$ cat config.mk
export PLATFORM = sky130hd
export DESIGN_NAME = rsasd_ctrl
export DESIGN_NICKNAME = d
export VERILOG_FILES = /design/src/rtl/rsasd_pkg.sv /design/src/rtl/rsasd_ctrl.sv
export VERILOG_INCLUDE_DIRS = /design/src /design/src/rtl
export SDC_FILE = /design/constraint.sdc
export NUM_CORES = 1
export LEC_CHECK = 0
export ABC_CLOCK_PERIOD_IN_PS = 3300
export BUFFER_PORTS_ARGS = -buffer_cell sky130_fd_sc_hd__buf_4
export CORE_AREA = 2 2 85 87
export DETAILED_ROUTE_END_ITERATION = 10
export DIE_AREA = 0 0 87 89
export PLACE_DENSITY = 0.87
export SLEW_MARGIN = 5
export SYNTH_ARGS = -nofsm -noshare
export SYNTH_HDL_FRONTEND = slang
export SYNTH_SLANG_ARGS = --single-unit
$ cat constraint.sdc
create_clock -name clk -period 3.3 [get_ports clk]
set_input_delay 0.99 -clock clk [delete_from_list [all_inputs] [get_ports clk]]
set_output_delay 0.99 -clock clk [all_outputs]
set_load 0.02 [all_outputs]
$ cat src/rtl/rsasd_cfg.svh
`ifndef RSASD_CFG_SVH
`define RSASD_CFG_SVH
// Clock rate in kHz and documented times
`define RSASD_CLK_KHZ        40000
`define RSASD_IDLE_S         30
`define RSASD_IDLE_CYC       (`RSASD_IDLE_S * `RSASD_CLK_KHZ * 1000)
`define RSASD_WAKE_US        100
`define RSASD_WAKE_CYC       ((`RSASD_WAKE_US * `RSASD_CLK_KHZ) / 1000)
`endif

$ cat src/rtl/rsasd_pkg.sv
package rsasd_pkg;
    // Power state of the pumps and drivers
    typedef enum logic [1:0] {
        RSASD_SLEEP,
        RSASD_WAKE,
        RSASD_ACTIVE
    } rsasd_state_t;

    // Rail comparator results from the charge pump
    typedef struct packed {
        logic neg_below_3v;
        logic neg_below_4v;
    } rsasd_rail_t;
endpackage : rsasd_pkg

$ cat src/rtl/rsasd_ctrl.sv
`include "rsasd_cfg.svh"
`timescale 1ns/1ps
`default_nettype none
module rsasd_ctrl
    import rsasd_pkg::*;
#(
    parameter int  N_RX      = 2,
    parameter int  N_TX      = 2,
    parameter int  IDLE_CYC  = `RSASD_IDLE_CYC,
    parameter int  WAKE_CYC  = `RSASD_WAKE_CYC
) (
    input  wire logic              clk,
    input  wire logic              rst_n,
    input  wire logic [N_RX-1:0]   rx_valid_lvl,
    input  wire logic [N_RX-1:0]   rx_data,
    input  wire logic [N_TX-1:0]   tx_data,
    input  wire logic              force_awake_in,
    input  wire logic              force_sleep_n,
    input  wire rsasd_rail_t       rail,
    output logic                   signal_present,
    output logic                   supply_ready,
    output logic                   pump_en,
    output logic                   tx_oe_n
);
    localparam int CW = $clog2(IDLE_CYC + 1);

    logic [N_RX-1:0] rxv_s1, rxv_s2, rxd_s1, rxd_s2, rxd_d;
    logic [N_TX-1:0] txd_s1, txd_s2, txd_d;
    logic [1:0]      frc_s1, frc_s2;
    logic [1:0]      rail_s1, rail_s2;
    logic [CW-1:0]   idle_cnt;
    logic [CW-1:0]   wake_cnt;
    logic            edge_seen;
    logic            any_valid;
    logic            awake_f, sleep_nf;
    logic            want_on;
    rsasd_state_t    state;

    // Receiver level synchroniser; comparator outputs are asynchronous
    always_ff @(posedge clk or negedge rst_n) begin
        if (!rst_n) begin
            rxv_s1 <= '0;
            rxv_s2 <= '0;
        end else begin
            rxv_s1 <= rx_valid_lvl;
            rxv_s2 <= rxv_s1;
        end
    end

    // Receiver data synchroniser for activity detection
    always_ff @(posedge clk or negedge rst_n) begin
        if (!rst_n) begin
            rxd_s1 <= '0;
            rxd_s2 <= '0;
        end else begin
            rxd_s1 <= rx_data;
            rxd_s2 <= rxd_s1;
        end
    end

    // Transmitter input synchroniser for activity detection
    always_ff @(posedge clk or negedge rst_n) begin
        if (!rst_n) begin
            txd_s1 <= '0;
            txd_s2 <= '0;
        end else begin
            txd_s1 <= tx_data;
            txd_s2 <= txd_s1;
        end
    end

    // Force input synchroniser; bit 1 is awake, bit 0 is sleep_n
    always_ff @(posedge clk or negedge rst_n) begin
        if (!rst_n) begin
            frc_s1 <= 2'h0;
            frc_s2 <= 2'h0;
        end else begin
            frc_s1 <= {force_awake_in, force_sleep_n};
            frc_s2 <= frc_s1;
        end
    end

    // Rail comparator synchroniser; bit 1 is minus 3 V, bit 0 minus 4 V
    always_ff @(posedge clk or negedge rst_n) begin
        if (!rst_n) begin
            rail_s1 <= 2'h0;
            rail_s2 <= 2'h0;
        end else begin
            rail_s1 <= {rail.neg_below_3v, rail.neg_below_4v};
            rail_s2 <= rail_s1;
        end
    end

    // Delayed copies for edge detection
    always_ff @(posedge clk or negedge rst_n) begin
        if (!rst_n) begin
            rxd_d <= '0;
            txd_d <= '0;
        end else begin
            rxd_d <= rxd_s2;
            txd_d <= txd_s2;
        end
    end

    assign edge_seen = |(rxd_s2 ^ rxd_d) | |(txd_s2 ^ txd_d);
    assign any_valid = |rxv_s2;
    assign awake_f   = frc_s2[1];
    assign sleep_nf  = frc_s2[0];

    // Signal-present flag from receiver levels only
    always_ff @(posedge clk or negedge rst_n) begin
        if (!rst_n) signal_present <= 1'b0;
        else        signal_present <= any_valid;
    end

    // Inactivity timer, cleared by every edge
    always_ff @(posedge clk or negedge rst_n) begin
        if (!rst_n) begin
            idle_cnt <= '0;
        end else if (edge_seen) begin
            idle_cnt <= '0;
        end else if (idle_cnt < CW'(IDLE_CYC)) begin
            idle_cnt <= idle_cnt + 1'b1;
        end
    end

    // Power decision: forced off, forced on, else automatic
    always_comb begin
        if (!sleep_nf) begin
            want_on = 1'b0;
        end else if (awake_f) begin
            want_on = 1'b1;
        end else begin
            want_on = edge_seen || (idle_cnt < CW'(IDLE_CYC));
        end
    end

    // Power state machine
    always_ff @(posedge clk or negedge rst_n) begin
        if (!rst_n) begin
            state    <= RSASD_SLEEP;
            wake_cnt <= '0;
        end else begin
            case (state)
                RSASD_SLEEP: begin
                    wake_cnt <= '0;
                    if (want_on) state <= RSASD_WAKE;
                end
                RSASD_WAKE: begin
                    if (!want_on) begin
                        state <= RSASD_SLEEP;
                    end else if (wake_cnt >= CW'(WAKE_CYC - 1) && rail_s2[1]) begin
                        state <= RSASD_ACTIVE;
                    end else if (wake_cnt < CW'(WAKE_CYC - 1)) begin
                        wake_cnt <= wake_cnt + 1'b1;
                    end
                end
                RSASD_ACTIVE: begin
                    if (!want_on) state <= RSASD_SLEEP;
                end
                default: state <= RSASD_SLEEP;
            endcase
        end
    end

    // Registered power outputs
    always_ff @(posedge clk or negedge rst_n) begin
        if (!rst_n) begin
            pump_en      <= 1'b0;
            tx_oe_n      <= 1'b1;
            supply_ready <= 1'b0;
        end else begin
            pump_en      <= want_on;
            tx_oe_n      <= !(want_on && state == RSASD_ACTIVE);
            supply_ready <= want_on && state != RSASD_SLEEP && rail_s2[0];
        end
    end

    // Checks
    a_force_sleep_off: assert property (@(posedge clk) disable iff (!rst_n)
        !sleep_nf |=> tx_oe_n && !pump_en) else $error("drivers on while forced off");
    a_present_follows: assert property (@(posedge clk) disable iff (!rst_n)
        signal_present == $past(any_valid)) else $error("signal present wrong");
    a_force_on_pump: assert property (@(posedge clk) disable iff (!rst_n)
        sleep_nf && awake_f |=> pump_en) else $error("force awake ignored");
    a_edge_restart: assert property (@(posedge clk) disable iff (!rst_n)
        edge_seen |=> idle_cnt == '0) else $error("timer not restarted");
    a_idle_sleep: assert property (@(posedge clk) disable iff (!rst_n)
        sleep_nf && !awake_f && !edge_seen && idle_cnt == CW'(IDLE_CYC) |=> !pump_en)
        else $error("no sleep after idle");
    a_rail_gate: assert property (@(posedge clk) disable iff (!rst_n)
        !tx_oe_n |-> $past(rail_s2[1], 2)) else $error("drivers on before rail");
    a_ready_low: assert property (@(posedge clk) disable iff (!rst_n)
        !pump_en |-> !supply_ready) else $error("ready high in shutdown");
    a_wake_edge: assert property (@(posedge clk) disable iff (!rst_n)
        sleep_nf && edge_seen |=> pump_en) else $error("edge did not wake");
    a_ready_rail: assert property (@(posedge clk) disable iff (!rst_n)
        supply_ready |-> $past(rail_s2[0])) else $error("ready without rail");

    // Cycles spent in wake-up; lets the exit-time check see the whole wait
    // even though wake_cnt itself saturates
    logic [CW-1:0] wake_age;
    always_ff @(posedge clk or negedge rst_n) begin
        if (!rst_n) begin
            wake_age <= '0;
        end else if (state == RSASD_WAKE) begin
            wake_age <= wake_age + 1'b1;
        end else begin
            wake_age <= '0;
        end
    end

    // Drivers never reach active before the full wake time
    a_wake_exit: assert property (@(posedge clk) disable iff (!rst_n)
        state == RSASD_WAKE ##1 state == RSASD_ACTIVE
        |-> $past(wake_age) >= CW'(WAKE_CYC - 1))
        else $error("wake exit too early");

    // Drivers enabled only from the active state
    a_oe_active: assert property (@(posedge clk) disable iff (!rst_n)
        !tx_oe_n
        |-> $past(state) == RSASD_ACTIVE)
        else $error("drivers on outside active");

    // Wake counter starts fresh on every wake-up
    a_sleep_clears: assert property (@(posedge clk) disable iff (!rst_n)
        state == RSASD_SLEEP
        |=> wake_cnt == '0)
        else $error("wake count not cleared");

    // Automatic mode stays on while the quiet interval is short
    a_auto_on: assert property (@(posedge clk) disable iff (!rst_n)
        sleep_nf && !awake_f && idle_cnt < CW'(IDLE_CYC)
        |=> pump_en)
        else $error("automatic mode off too early");

    // Timer saturates at the idle limit and never wraps
    a_timer_cap: assert property (@(posedge clk) disable iff (!rst_n)
        1'b1
        |-> idle_cnt <= CW'(IDLE_CYC))
        else $error("idle timer past limit");

    // Timer counts up by one while quiet
    a_timer_count: assert property (@(posedge clk) disable iff (!rst_n)
        !edge_seen && idle_cnt < CW'(IDLE_CYC)
        |=> idle_cnt == $past(idle_cnt) + 1'b1)
        else $error("idle timer did not count");

    // Signal-present still follows receivers while forced off
    a_present_forced: assert property (@(posedge clk) disable iff (!rst_n)
        !sleep_nf && any_valid
        |=> signal_present)
        else $error("signal present masked by force");

    // Shutdown drops ready and driver enable together with the pump
    a_ready_drop: assert property (@(posedge clk) disable iff (!rst_n)
        !want_on
        |=> !supply_ready && tx_oe_n)
        else $error("ready or drivers left on");

    // Forced off keeps ready low whatever the rail does
    a_force_ready: assert property (@(posedge clk) disable iff (!rst_n)
        !sleep_nf
        |=> !supply_ready)
        else $error("ready high while forced off");

    // Forced on leaves shutdown at once
    a_awake_level: assert property (@(posedge clk) disable iff (!rst_n)
        sleep_nf && awake_f
        |=> state != RSASD_SLEEP)
        else $error("forced on still asleep");

    // Full quiet interval in automatic mode returns to shutdown state
    a_idle_state: assert property (@(posedge clk) disable iff (!rst_n)
        sleep_nf && !awake_f && !edge_seen && idle_cnt == CW'(IDLE_CYC)
        |=> state == RSASD_SLEEP)
        else $error("state not asleep after idle");
endmodule : rsasd_ctrl
`default_nettype wire

* Word level (Yosys, flattened, before mapping)
Cells that the tools add are included.
Storage, ports and cells: register bits after elaboration 92, bits in latches 0, RAM bits 0, bits in read-only memories 0, bits of input ports 12, output and inout port bits 4, logic and storage cells 63, memories 0
Cells by class: add/subtract/negate cells 2, multiply operators 0, div/mod/pow operators 0, order comparisons 3, equality and inequality tests 8, shifts and indexed selects 0, muxes and demuxes 13, bitwise gates (word level) 3, reductions and logical operators 15
Operator list (count):
- 31-bit 2-to-1 mux | 5
- 31-bit by 1-bit adder with 31-bit output, second input constant | 2
- 31-bit one-hot mux with 2 select lines | 1
- 31-bit by 12-bit >= comparator with 1-bit output, second input constant | 1
- 31-bit by 12-bit < comparator with 1-bit output, second input constant | 1
- 31-bit < comparator, second input constant | 1
- 2-bit != test, second input constant | 5
- 2-bit 2-to-1 mux | 4
- 2-bit one-hot mux with 3 select lines | 1
- 2-bit nonzero test | 3
- 2-bit OR reduction | 3
- 1-bit logical AND | 4
- 4-bit AND reduction | 1
- 2-bit bitwise XOR | 2
- 3-bit != test, second input constant | 1
- 3-bit AND reduction | 1
- 2-bit by 1-bit == test with 1-bit output, second input constant | 1
- 2-bit == test, second input constant | 1
- 2-bit zero test | 1
- 1-bit 2-to-1 mux | 2
- 1-bit zero test | 1
- 1-bit logical OR | 1
- 1-bit bitwise OR | 1

* Logic depth before layout (Yosys ltp)
Gate-level depths: netlist of run 1.
word-level depth 8, depth in mapped cells 8, mapped depth without buffers 7

* Worst setup path after synthesis of run 1
No wires, ideal clock.
kind reg2reg, from reg wake_cnt[0], to reg wake_cnt[1], setup time 0.121 ns, arrival time 2.215 ns, data required time 3.179 ns, path slack 0.964 ns, cell stages (with the launch flop) 8, path buffers 0, clock period less this slack 2.336 ns, path through dfrtp_1 ha_1 or3b_2 nor4_1 and2_1 a2111o_1 mux2_1 a22o_1
On the way: cells in the longest elaborated chain, start to end 5
RTL lines:
- start, declared | line rsasd_ctrl.sv:32 | logic [CW-1:0] wake_cnt;
- start signal, assigned | line rsasd_ctrl.sv:155 | wake_cnt <= wake_cnt + 1'b1;
- 31-bit by 1-bit adder with 31-bit output | line rsasd_ctrl.sv:155
- 31-bit 2-to-1 mux | line rsasd_ctrl.sv:154 | end else if (wake_cnt < CW'(WAKE_CYC - 1)) begin
- 31-bit 2-to-1 mux | line rsasd_ctrl.sv:152 | end else if (wake_cnt >= CW'(WAKE_CYC - 1) && rail_s2[1]) begin
- 31-bit 2-to-1 mux | line rsasd_ctrl.sv:150 | if (!want_on) begin
- 31-bit one-hot mux with 2 select lines | line rsasd_ctrl.sv:144 | case (state)
Several ways; a longest one is shown, not always the timed one. The select of a mux whose other input is x is not followed. A chain may end at the register's enable or synchronous reset.

* Worst setup path after layout of run 1
Same ends and word-level chain as after synthesis.

==> results of run 1 <==
## state kept, by name (all words and copies together), names as in the netlist
signal / count
idle_cnt: 31
wake_cnt: 31
frc_s1: 2
frc_s2: 2
rail_s1: 2
rail_s2: 2
rxd_d: 2
rxd_s1: 2
rxd_s2: 2
rxv_s1: 2
rxv_s2: 2
state: 2
txd_d: 2
txd_s1: 2
txd_s2: 2
pump_en: 1
signal_present: 1
supply_ready: 1
tx_oe_n: 1
## per-layer routing
| metal | global-route usage (%) | vias up | share of wire, % |
|---|---|---|---|
| li1 | - | 1385 | - |
| met5 | 0 | - | 0 |
| met4 | 8.38 | 0 | 1.8 |
| met2 | 37.5 | 94 | 48 |
| met1 | 30.9 | 1477 | 45 |
| met3 | 4.25 | 17 | 4.9 |
## worst register-to-register path: stages (launching register included)
cell and delay, ps:
dfrtp_1 450, ha_1 240, or3b_2 450, nor4_1 510, and2_1 260, a2111o_1 190, mux2_1 330, a22o_1 180
## kinds of logic after synthesis
| logic type | after synthesis |
|---|---|
| buf+inv | 19 |
| flops | 92 |
| fa+ha+maj | 2 |
| simple gates | 164 |
| xor+xnor | 26 |
| compound gates | 62 |
| mux | 3 |
## placed cells by master (no fill, tap or decap), types with 3 or more instances in the layout
| master | n |
|---|---|
| xnor2_1 | 20 |
| nand3_1 | 19 |
| or3_1 | 10 |
| xor2_1 | 6 |
| clkbuf_8 | 9 |
| and3_1 | 4 |
| o21ai_0 | 12 |
| nor2b_1 | 17 |
| nor4_1 | 11 |
| dfrtp_1 | 91 |
| a21oi_1 | 12 |
| nor3b_1 | 3 |
| a22o_1 | 6 |
| buf_4 | 19 |
| a2111oi_0 | 3 |
| nor2_1 | 32 |
| inv_1 | 8 |
| o2111ai_1 | 3 |
| nor3_1 | 12 |
| a211oi_1 | 3 |
| nand2_1 | 22 |
| and2_1 | 5 |
| and4_1 | 7 |
| nand4_1 | 13 |
## through the flow
step	hold WS (ps)	worst slack (ps)	cell area, µm²
floorplan	331	964	4030
global route	360	455	4420
finish	354	583	4420
CTS	355	635	4420
detailed placement	335	680	4230
global placement	331	879	4230
## layout make-up
type	instances	share of cell area, %
clock buffers	9	2.80
clock inverters	7	1.53
inverters	8	0.680
multi-input cells	257	37.3
flip-flops and latches	92	52.2
well taps	80	2.27
repair buffers	19	3.23
## power by group through the flow
| stage | Combinational, mW | Sequential (mW) | Clock (mW) |
|---|---|---|---|
| after floorplan | 0.0332 | 1.18 | 0 |
| after global placement | 0.0757 | 1.18 | 0 |
| after detailed placement | 0.0783 | 1.18 | 0 |
| after CTS | 0.0795 | 1.16 | 0.730 |
| after global routing | 0.0879 | 1.17 | 0.781 |
| final | 0.0777 | 1.16 | 0.722 |
## final timing paths
path / slack [ps] / to
setup / recovery: 580 / wake_cnt[1]
min in group asynchronous: 630 / idle_cnt[8]
setup reg to reg: 580 / wake_cnt[1]
hold / removal: 350 / frc_s2[1]
hold reg to reg: 350 / frc_s2[1]
max in group asynchronous: 1920 / idle_cnt[20]
==> results.cfg, run 1 <==
[pwr]
leakage_nw = 1.88
internal_power_mw = 1.47
power_mw = 1.96
ir_worst_vdd_v = 0.000345
p_sw_share_pct = 25.2
clkPwrFrac_pct = 36.8
netSwitchingPower_mw = 0.495
power_density_nw_per_um2 = 444
comb_power_share_pct = 4.0
power_frac_seq_pct = 59.3

[floorplan]
die-height_um = 89
dieWidth_um = 87
dieArea_um2 = 7740
start_util_pct = 60.0
core_um2 = 6720
rows = 30
io_pins = 16

[worst_hold_path]
hp-class = flip-flop to flip-flop
hold_depth = 0
hold_start = frc_s1[1]

[sta]
setup_viol_count_final = 0
fin_crit_sh_pct = 82.3
worst_pin_slew_ps = 817
post-route-min-period_ps = 2720
setup-tns-final_ps = 0
grt_setup_unrepaired = false
timing.slew.headroom_pct = 45.1
max_freq_mhz = 368
hold_viol = 0
finClkSkew_ps = 12.0
finalMaxSlewViolations = 0

[grt]
grt_max_degree = 51
grt_pass1_wl_mm = 13.9
antenna_found_initial = 0
track_usage_pct = 22.9
grt_overflow = 0
grt_pass1_vias = 2977

[clock_network]
htreeDepth = 3
cts_resized = 0
tritoncts = done
cts.clk_slew.worst_paths_ps = 90
clock-sinks = 92
cts_root_buf = clkbuf_8
cts_setup_buffers = 0
clockBufferDepth = 2
clk_latency_ps = 360
cts_buffers = 9
cts_hold_buffers = 0

[finish]
fin_nets = 401
register_area_um2 = 2300
area_growth_pct = 9.56
n_antenna_cell = 0
fill_cells = 467
multi_input_area_um2 = 1650
post-route-util_pct = 65.7
layout-drive-gt1-share_pct = 10.7
instances_no_fill = 472

[setup_path]
endpoint_kind = flip-flop
cp.arrival_ps = 2970
path_buf_inv = 0
path_delay_family = simple AND/OR/NAND/NOR gates
regToRegStartpoint = wake_cnt[0]
path_class = flip-flop to flip-flop
worstSetupStartpointType = flip-flop
cpPeakStageDelay_ps = 510
cp_cell_sequence = ha_1 -> or3b_2 -> nor4_1 -> and2_1 -> a2111o_1 -> mux2_1 -> a22o_1
crit_path_top_delay_cell = nor4_1
critical_path_depth = 7
r2r_cells = 7
required_ps = 3550
worstPathMaxFanout = 5
startpoint = wake_cnt[0]

[synthesis]
syn-cell-area_um2 = 4030
syn_inst = 368
synth_xor_area_share_pct = 5.65
synthTopCellsByCount = dfrtp_1, nor2_1, nand2_1
synth_top_family_by_area = simple AND/OR/NAND/NOR gates
synth-adder-area-share_pct = 0.621
ys.flop_type = dfrtp_1
synth_top_area_share_pct = 56.5
yosys.area.top_type = dfrtp_1
syn-num-nets = 382
synth_cell_types = 54
synthTopCellsByArea = dfrtp_1, xnor2_1, nor2_1
synth_compound_area_share_pct = 11.6
synth_simple_gate_area_share_pct = 22.2
async_flop_share_pct = 100
synth_edf_count = 0
ys_warn_count = 0
synth_most_common_cell = dfrtp_1
syn-mean-instance-area_um2 = 11.0
synth_mux_area_share_pct = 0.807
ys_seq_area_share_pct = 57.1
ys_seq_elements = 92

[flow_run]
maxCapViolations = 0

[drt]
drc = 0
vias = 2973
wire_per_inst_um = 16.9
drtAntennaViolNets = 0
drtIter0Drc = 311
dr.pass1.iters = 5
via_per_inst = 6.30
routed_wl_mm = 7.96

[placement]
dp.cells = 456
port_buffers = 15
gp_congestion = 0.899
dp_hpwl_mm = 5.41

[status]
status = finished clean
(Power assumes the default switching activity.)
==> run 2, diff against run 1 <==
--- a/config.mk
+++ b/config.mk
@@ -6,7 +6,7 @@
 export SDC_FILE = /design/constraint.sdc
 export NUM_CORES = 1
 export LEC_CHECK = 0
-export ABC_CLOCK_PERIOD_IN_PS = 3300
+export ABC_CLOCK_PERIOD_IN_PS = 2750
 export BUFFER_PORTS_ARGS = -buffer_cell sky130_fd_sc_hd__buf_4
 export CORE_AREA = 2 2 85 87
 export DETAILED_ROUTE_END_ITERATION = 10
==> constraint.sdc (replaced) <==
create_clock -name clk -period 2.75 [get_ports clk]
set_input_delay 0.825 -clock clk [delete_from_list [all_inputs] [get_ports clk]]
set_output_delay 0.825 -clock clk [all_outputs]
set_load 0.02 [all_outputs]
==> run 2 against run 1 <==
  * Via count grew 0.57%
  * Total power increased by 18%
  * Sequential power grew 21%
  * Core utilization grew 0.71 points
  * Global-route usage is 0.84 points lower
  * Die area unchanged
  * Register-to-register slack lost 380 ps
  * Setup slack got worse by 380 ps
  * Critical path type unchanged
==> results.cfg, run 2 (synthesis gave the netlist of run 1 again) <==
[status]
status = finished clean

[setup_path]
cp.arrival_ps = 2790
path_class = flip-flop to flip-flop
regToRegStartpoint = wake_cnt[2]
path_buf_inv = 0
cp_cell_sequence = nand3_1 -> o21ai_0 -> a211o_1 -> a211oi_1 -> a41oi_1 -> a221o_1
worstSetupStartpointType = flip-flop
endpoint_kind = flip-flop
reg2reg_slack_ps = 200
path_delay_family = compound AO/OA/AOI/OAI gates
worstPathMaxFanout = 8
r2r_cells = 6
required_ps = 2990
crit_path_top_delay_cell = a211oi_1
r2r-end = wake_cnt[3]
cpPeakStageDelay_ps = 650

[finish]
largestRegisters = idle_cnt (31), wake_cnt (31)
final_cell_mix = dfrtp_1, nor2_1, buf_4
area_growth_pct = 10.7
fill_cells = 476
register_area_um2 = 2300
layout-drive-gt1-share_pct = 12.1
multi_input_area_um2 = 1660
final_common_cell = dfrtp_1
fin_nets = 407
post-route-util_pct = 66.4
instances_no_fill = 478
final_area_um2 = 4460
n_antenna_cell = 0

[flow_run]
maxCapViolations = 0

[sta]
finClkSkew_ps = 14.7
fin_crit_sh_pct = 92.6
hold-worst-slack_ps = 352
grt_setup_unrepaired = false
timing.slew.headroom_pct = 51.5
finalWorstSetupSlack_ps = 202
worst_pin_slew_ps = 723
post-route-min-period_ps = 2550
hold_viol = 0
setup_viol_count_final = 0
max_freq_mhz = 393
setup-tns-final_ps = 0
finalMaxSlewViolations = 0

[placement]
place_area_um2 = 4280
gp_congestion = 0.885
dp.cells = 462
post-place-ws_ps = 162
dp_hpwl_mm = 5.33
port_buffers = 15

[clock_network]
clk_latency_ps = 360
clock-sinks = 92
clockBufferDepth = 2
tritoncts = done
cts_root_buf = clkbuf_8
cts.clk_slew.worst_paths_ps = 90
cts_setup_buffers = 0
htreeDepth = 3
cts_buffers = 9
cts_hold_buffers = 0

[worst_hold_path]
hp-class = flip-flop to flip-flop
holdPathEnd = txd_s2[1]
hold_start = txd_s1[1]
hold_depth = 0

[grt]
antenna_found_initial = 0
grt_overflow = 0
grt_pass1_wl_mm = 13.3
track_usage_pct = 22.1
grt_max_degree = 42
grt_pass1_vias = 2886

[floorplan]
dieWidth_um = 87
die-height_um = 89
io_pins = 16
dieArea_um2 = 7740
core_um2 = 6720
rows = 30
start_util_pct = 60.0

[drt]
drtIter0Drc = 265
vias = 2990
drc = 0
dr.pass1.iters = 5
routed_wl_mm = 7.81
wire_per_inst_um = 16.3
via_per_inst = 6.26
drtAntennaViolNets = 0

[pwr]
internal_power_mw = 1.75
comb_power_share_pct = 4.2
leakage_nw = 1.91
power_density_nw_per_um2 = 519
p_sw_share_pct = 24.4
power_frac_seq_pct = 60.2
clkPwrFrac_pct = 35.6
power_mw = 2.32
ir_worst_vdd_v = 0.000430
netSwitchingPower_mw = 0.566
==> run 2: cell types whose count changed in the layout (fill, tap and decap cells not counted) <==
cell / change
clkinv_4: -1
clkbuf_1: +1
nor4_2: +1
buf_4: +5
buf_12: +1
nor4_1: -1
clkinv_8: -1
clkinv_2: +1
==> run 2: power by group through the flow <==
stage	clock [mW]	combinational (mW)	sequential, mW
detailed placement	0	0.0965	1.42
floorplan	0	0.0398	1.42
finish	0.827	0.0966	1.40
global placement	0	0.0932	1.42
CTS	0.842	0.0980	1.40
global route	0.889	0.109	1.40
==> run 2: repair_timing <==
action	in CTS	in global routing
resized for setup	0	1
endpoints found under the setup margin	0	6
endpoints found under the hold margin	0	0
==> run 2: how the worst max path moves through the flow <==
| stage | start | endpoint | slack (ps) | cells past startpoint |
|---|---|---|---|---|
| 2_1_floorplan | wake_cnt[0] | wake_cnt[1] | 410 | 7 |
| 3_3_place_gp | wake_cnt[0] | wake_cnt[1] | 300 | 7 |
| 3_5_place_dp | wake_cnt[0] | wake_cnt[1] | 160 | 7 |
| 4_1_cts | wake_cnt[0] | wake_cnt[1] | 120 | 7 |
| 5_1_grt | wake_cnt[0] | wake_cnt[1] | 70 | 7 |
| 6_report | wake_cnt[2] | wake_cnt[3] | 200 | 6 |
==> run 2: area by class of cell <==
type	count	share of cell area, %
sequential	92	51.6
inverter	8	0.673
clock buffer	10	2.86
tap	80	2.24
multi-input combinational	257	37.1
clock inverter	6	1.07
timing repair buffer	25	4.48
==> run 2: per-layer routing <==
metal	part of all wire [%]	GRT usage [%]	routed length, µm
met5	0	0	0
met4	1.2	8.24	95
met3	5.4	3.79	418
met2	48	35.1	3750
met1	45	30.8	3540
==> run 2: worst register-to-register path, delay by kind of cell (launching register included) <==
family             cells  cell delay [ps]
AOI/OAI and AO/OA      5             1780
DFF                    1              470
and+or+nand+nor        1              200
==> run 3, diff against run 2 <==
--- a/config.mk
+++ b/config.mk
@@ -7,11 +7,11 @@
 export NUM_CORES = 1
 export LEC_CHECK = 0
 export ABC_CLOCK_PERIOD_IN_PS = 2750
-export BUFFER_PORTS_ARGS = -buffer_cell sky130_fd_sc_hd__buf_4
 export CORE_AREA = 2 2 85 87
 export DETAILED_ROUTE_END_ITERATION = 10
 export DIE_AREA = 0 0 87 89
-export PLACE_DENSITY = 0.87
+export DONT_BUFFER_PORTS = 1
+export PLACE_DENSITY = 0.85
 export SLEW_MARGIN = 5
 export SYNTH_ARGS = -nofsm -noshare
 export SYNTH_HDL_FRONTEND = slang
==> run 3 against run 2 <==
  * Largest power group unchanged
  * Die area unchanged
  * Critical endpoint is now wake_cnt[1]
  * Core utilization is 1.3 points lower
  * Non-clock buffer count fell by 16
  * Final cell count is 3.3% lower
==> results.cfg, run 3 (synthesis gave the netlist of run 1 again) <==
[pwr]
netSwitchingPower_mw = 0.540
comb_power_share_pct = 2.1
internal_power_mw = 1.88
ir_worst_vdd_v = 0.000457
clkPwrFrac_pct = 40.0
p_sw_share_pct = 22.3
power_mw = 2.42
power_frac_seq_pct = 57.9
power_density_nw_per_um2 = 553
leakage_nw = 1.84

[drt]
via_per_inst = 6.23
wire_per_inst_um = 17.2
vias = 2879
routed_wl_mm = 7.95
dr.pass1.iters = 7
drc = 0
drtIter0Drc = 296
drtAntennaViolNets = 0

[setup_path]
cp_cell_sequence = ha_1 -> or3b_2 -> nor4_2 -> and2_1 -> a2111o_1 -> mux2_1 -> a22o_1
worstSetupStartpointType = flip-flop
path_buf_inv = 0
required_ps = 3000
cpPeakStageDelay_ps = 460
path_delay_family = simple AND/OR/NAND/NOR gates
cp.arrival_ps = 2730
path_class = flip-flop to flip-flop
worstPathMaxFanout = 5
crit_path_top_delay_cell = or3b_2
endpoint_kind = flip-flop

[sta]
setup-tns-final_ps = 0
finalMaxSlewViolations = 0
grt_setup_unrepaired = false
hold_viol = 0
finClkSkew_ps = 13.1
worst_pin_slew_ps = 614
max_freq_mhz = 403
post-route-min-period_ps = 2480
fin_crit_sh_pct = 90.2
setup_viol_count_final = 0
timing.slew.headroom_pct = 58.0

[clock_network]
cts.clk_slew.worst_paths_ps = 100
cts_root_buf = clkbuf_8
clk_latency_ps = 370
clockBufferDepth = 2
htreeDepth = 3
tritoncts = done
cts_buffers = 9
clock-sinks = 92
cts_setup_buffers = 0

[floorplan]
core_um2 = 6720
rows = 30
die-height_um = 89
io_pins = 16
dieWidth_um = 87
start_util_pct = 60.0
dieArea_um2 = 7740

[status]
status = finished clean

[finish]
final_cell_mix = dfrtp_1, nor2_1, nand2_1
layout-drive-gt1-share_pct = 8.64
area_growth_pct = 8.50
n_antenna_cell = 0
fin_nets = 391
final_common_cell = dfrtp_1
largestRegisters = idle_cnt (31), wake_cnt (31)

[grt]
grt_max_degree = 93
grt_pass1_vias = 2793
grt_pass1_wl_mm = 13.8
track_usage_pct = 23.0
antenna_found_initial = 0
grt_overflow = 0

[flow_run]
maxCapViolations = 0

[placement]
dp_hpwl_mm = 4.98
port_buffers = 0
gp_congestion = 0.865

[worst_hold_path]
hp-class = input pin to async pin
run 3: cell types whose count changed in the layout (fill, tap and decap cells not counted):
| cell | change |
|---|---|
| buf_12 | -1 |
| clkinvlp_4 | +1 |
| inv_6 | -1 |
| clkbuf_1 | -1 |
| clkinv_2 | -2 |
| clkbuf_8 | +2 |
| buf_4 | -15 |
| bufinv_16 | +1 |
run 3: what timing repair did:
action / CTS / global route
endpoints found under the setup margin: 0 / 1
hold buffers: 0 / 0
gates resized for setup: 0 / 1
run 3: final timing paths:
path	endpoint	from	slack, ps	cells past startpoint
worst max-delay path	wake_cnt[1]	wake_cnt[0]	270	7
worst min-delay path	idle_cnt[2]	rst_n	140	0
worst max register to register	wake_cnt[1]	wake_cnt[0]	270	7
worst min register to register	rail_s2[1]	rail_s1[1]	350	0
max in group asynchronous	tx_oe_n	rst_n	2390	0
min in group clk	rail_s2[1]	rail_s1[1]	350	0
run 3: through the flow:
stage | instance area (µm²) | worst slack [ps] | hold WS, ps | cells | util, %
detailed placement | 4150 | 231 | 335 | 446 | 61.8
finish | 4370 | 271 | 140 | 462 | 65.1
global placement | 4150 | 249 | 331 | 446 | 61.8
floorplan | 4030 | 414 | 331 | 368 | -
CTS | 4370 | 201 | 138 | 462 | 65.0
global route | 4370 | 171 | 126 | 462 | 65.1
run 3: area by class of cell:
cell class / count / area [µm²]
clock buffer: 11 / 151
clock inverter: 5 / 66.3
fill: 468 / 2340
inverter: 8 / 30.0
multi-input combinational: 257 / 1660
sequential: 92 / 2300
tap: 80 / 100
timing repair buffer: 9 / 67.6
run 3: per-layer routing:
metal  wire, µm  track usage, %  vias up  part of all wire (%)
met5          0               0        -                     0
met4        106            7.95        0                   1.3
met3        399            4.25        9                   5.0
met2       3820            36.8       95                    48
met1       3630            32.0     1408                    46
li1           -               -     1367                     -
run 3: power by group through the flow:
stage	clock network, mW	registers (mW)	logic [mW]
finish	0.966	1.40	0.0518
global route	1.04	1.40	0.0568
CTS	0.975	1.40	0.0511
floorplan	0	1.42	0.0398
detailed placement	0	1.43	0.0496
global placement	0	1.42	0.0473
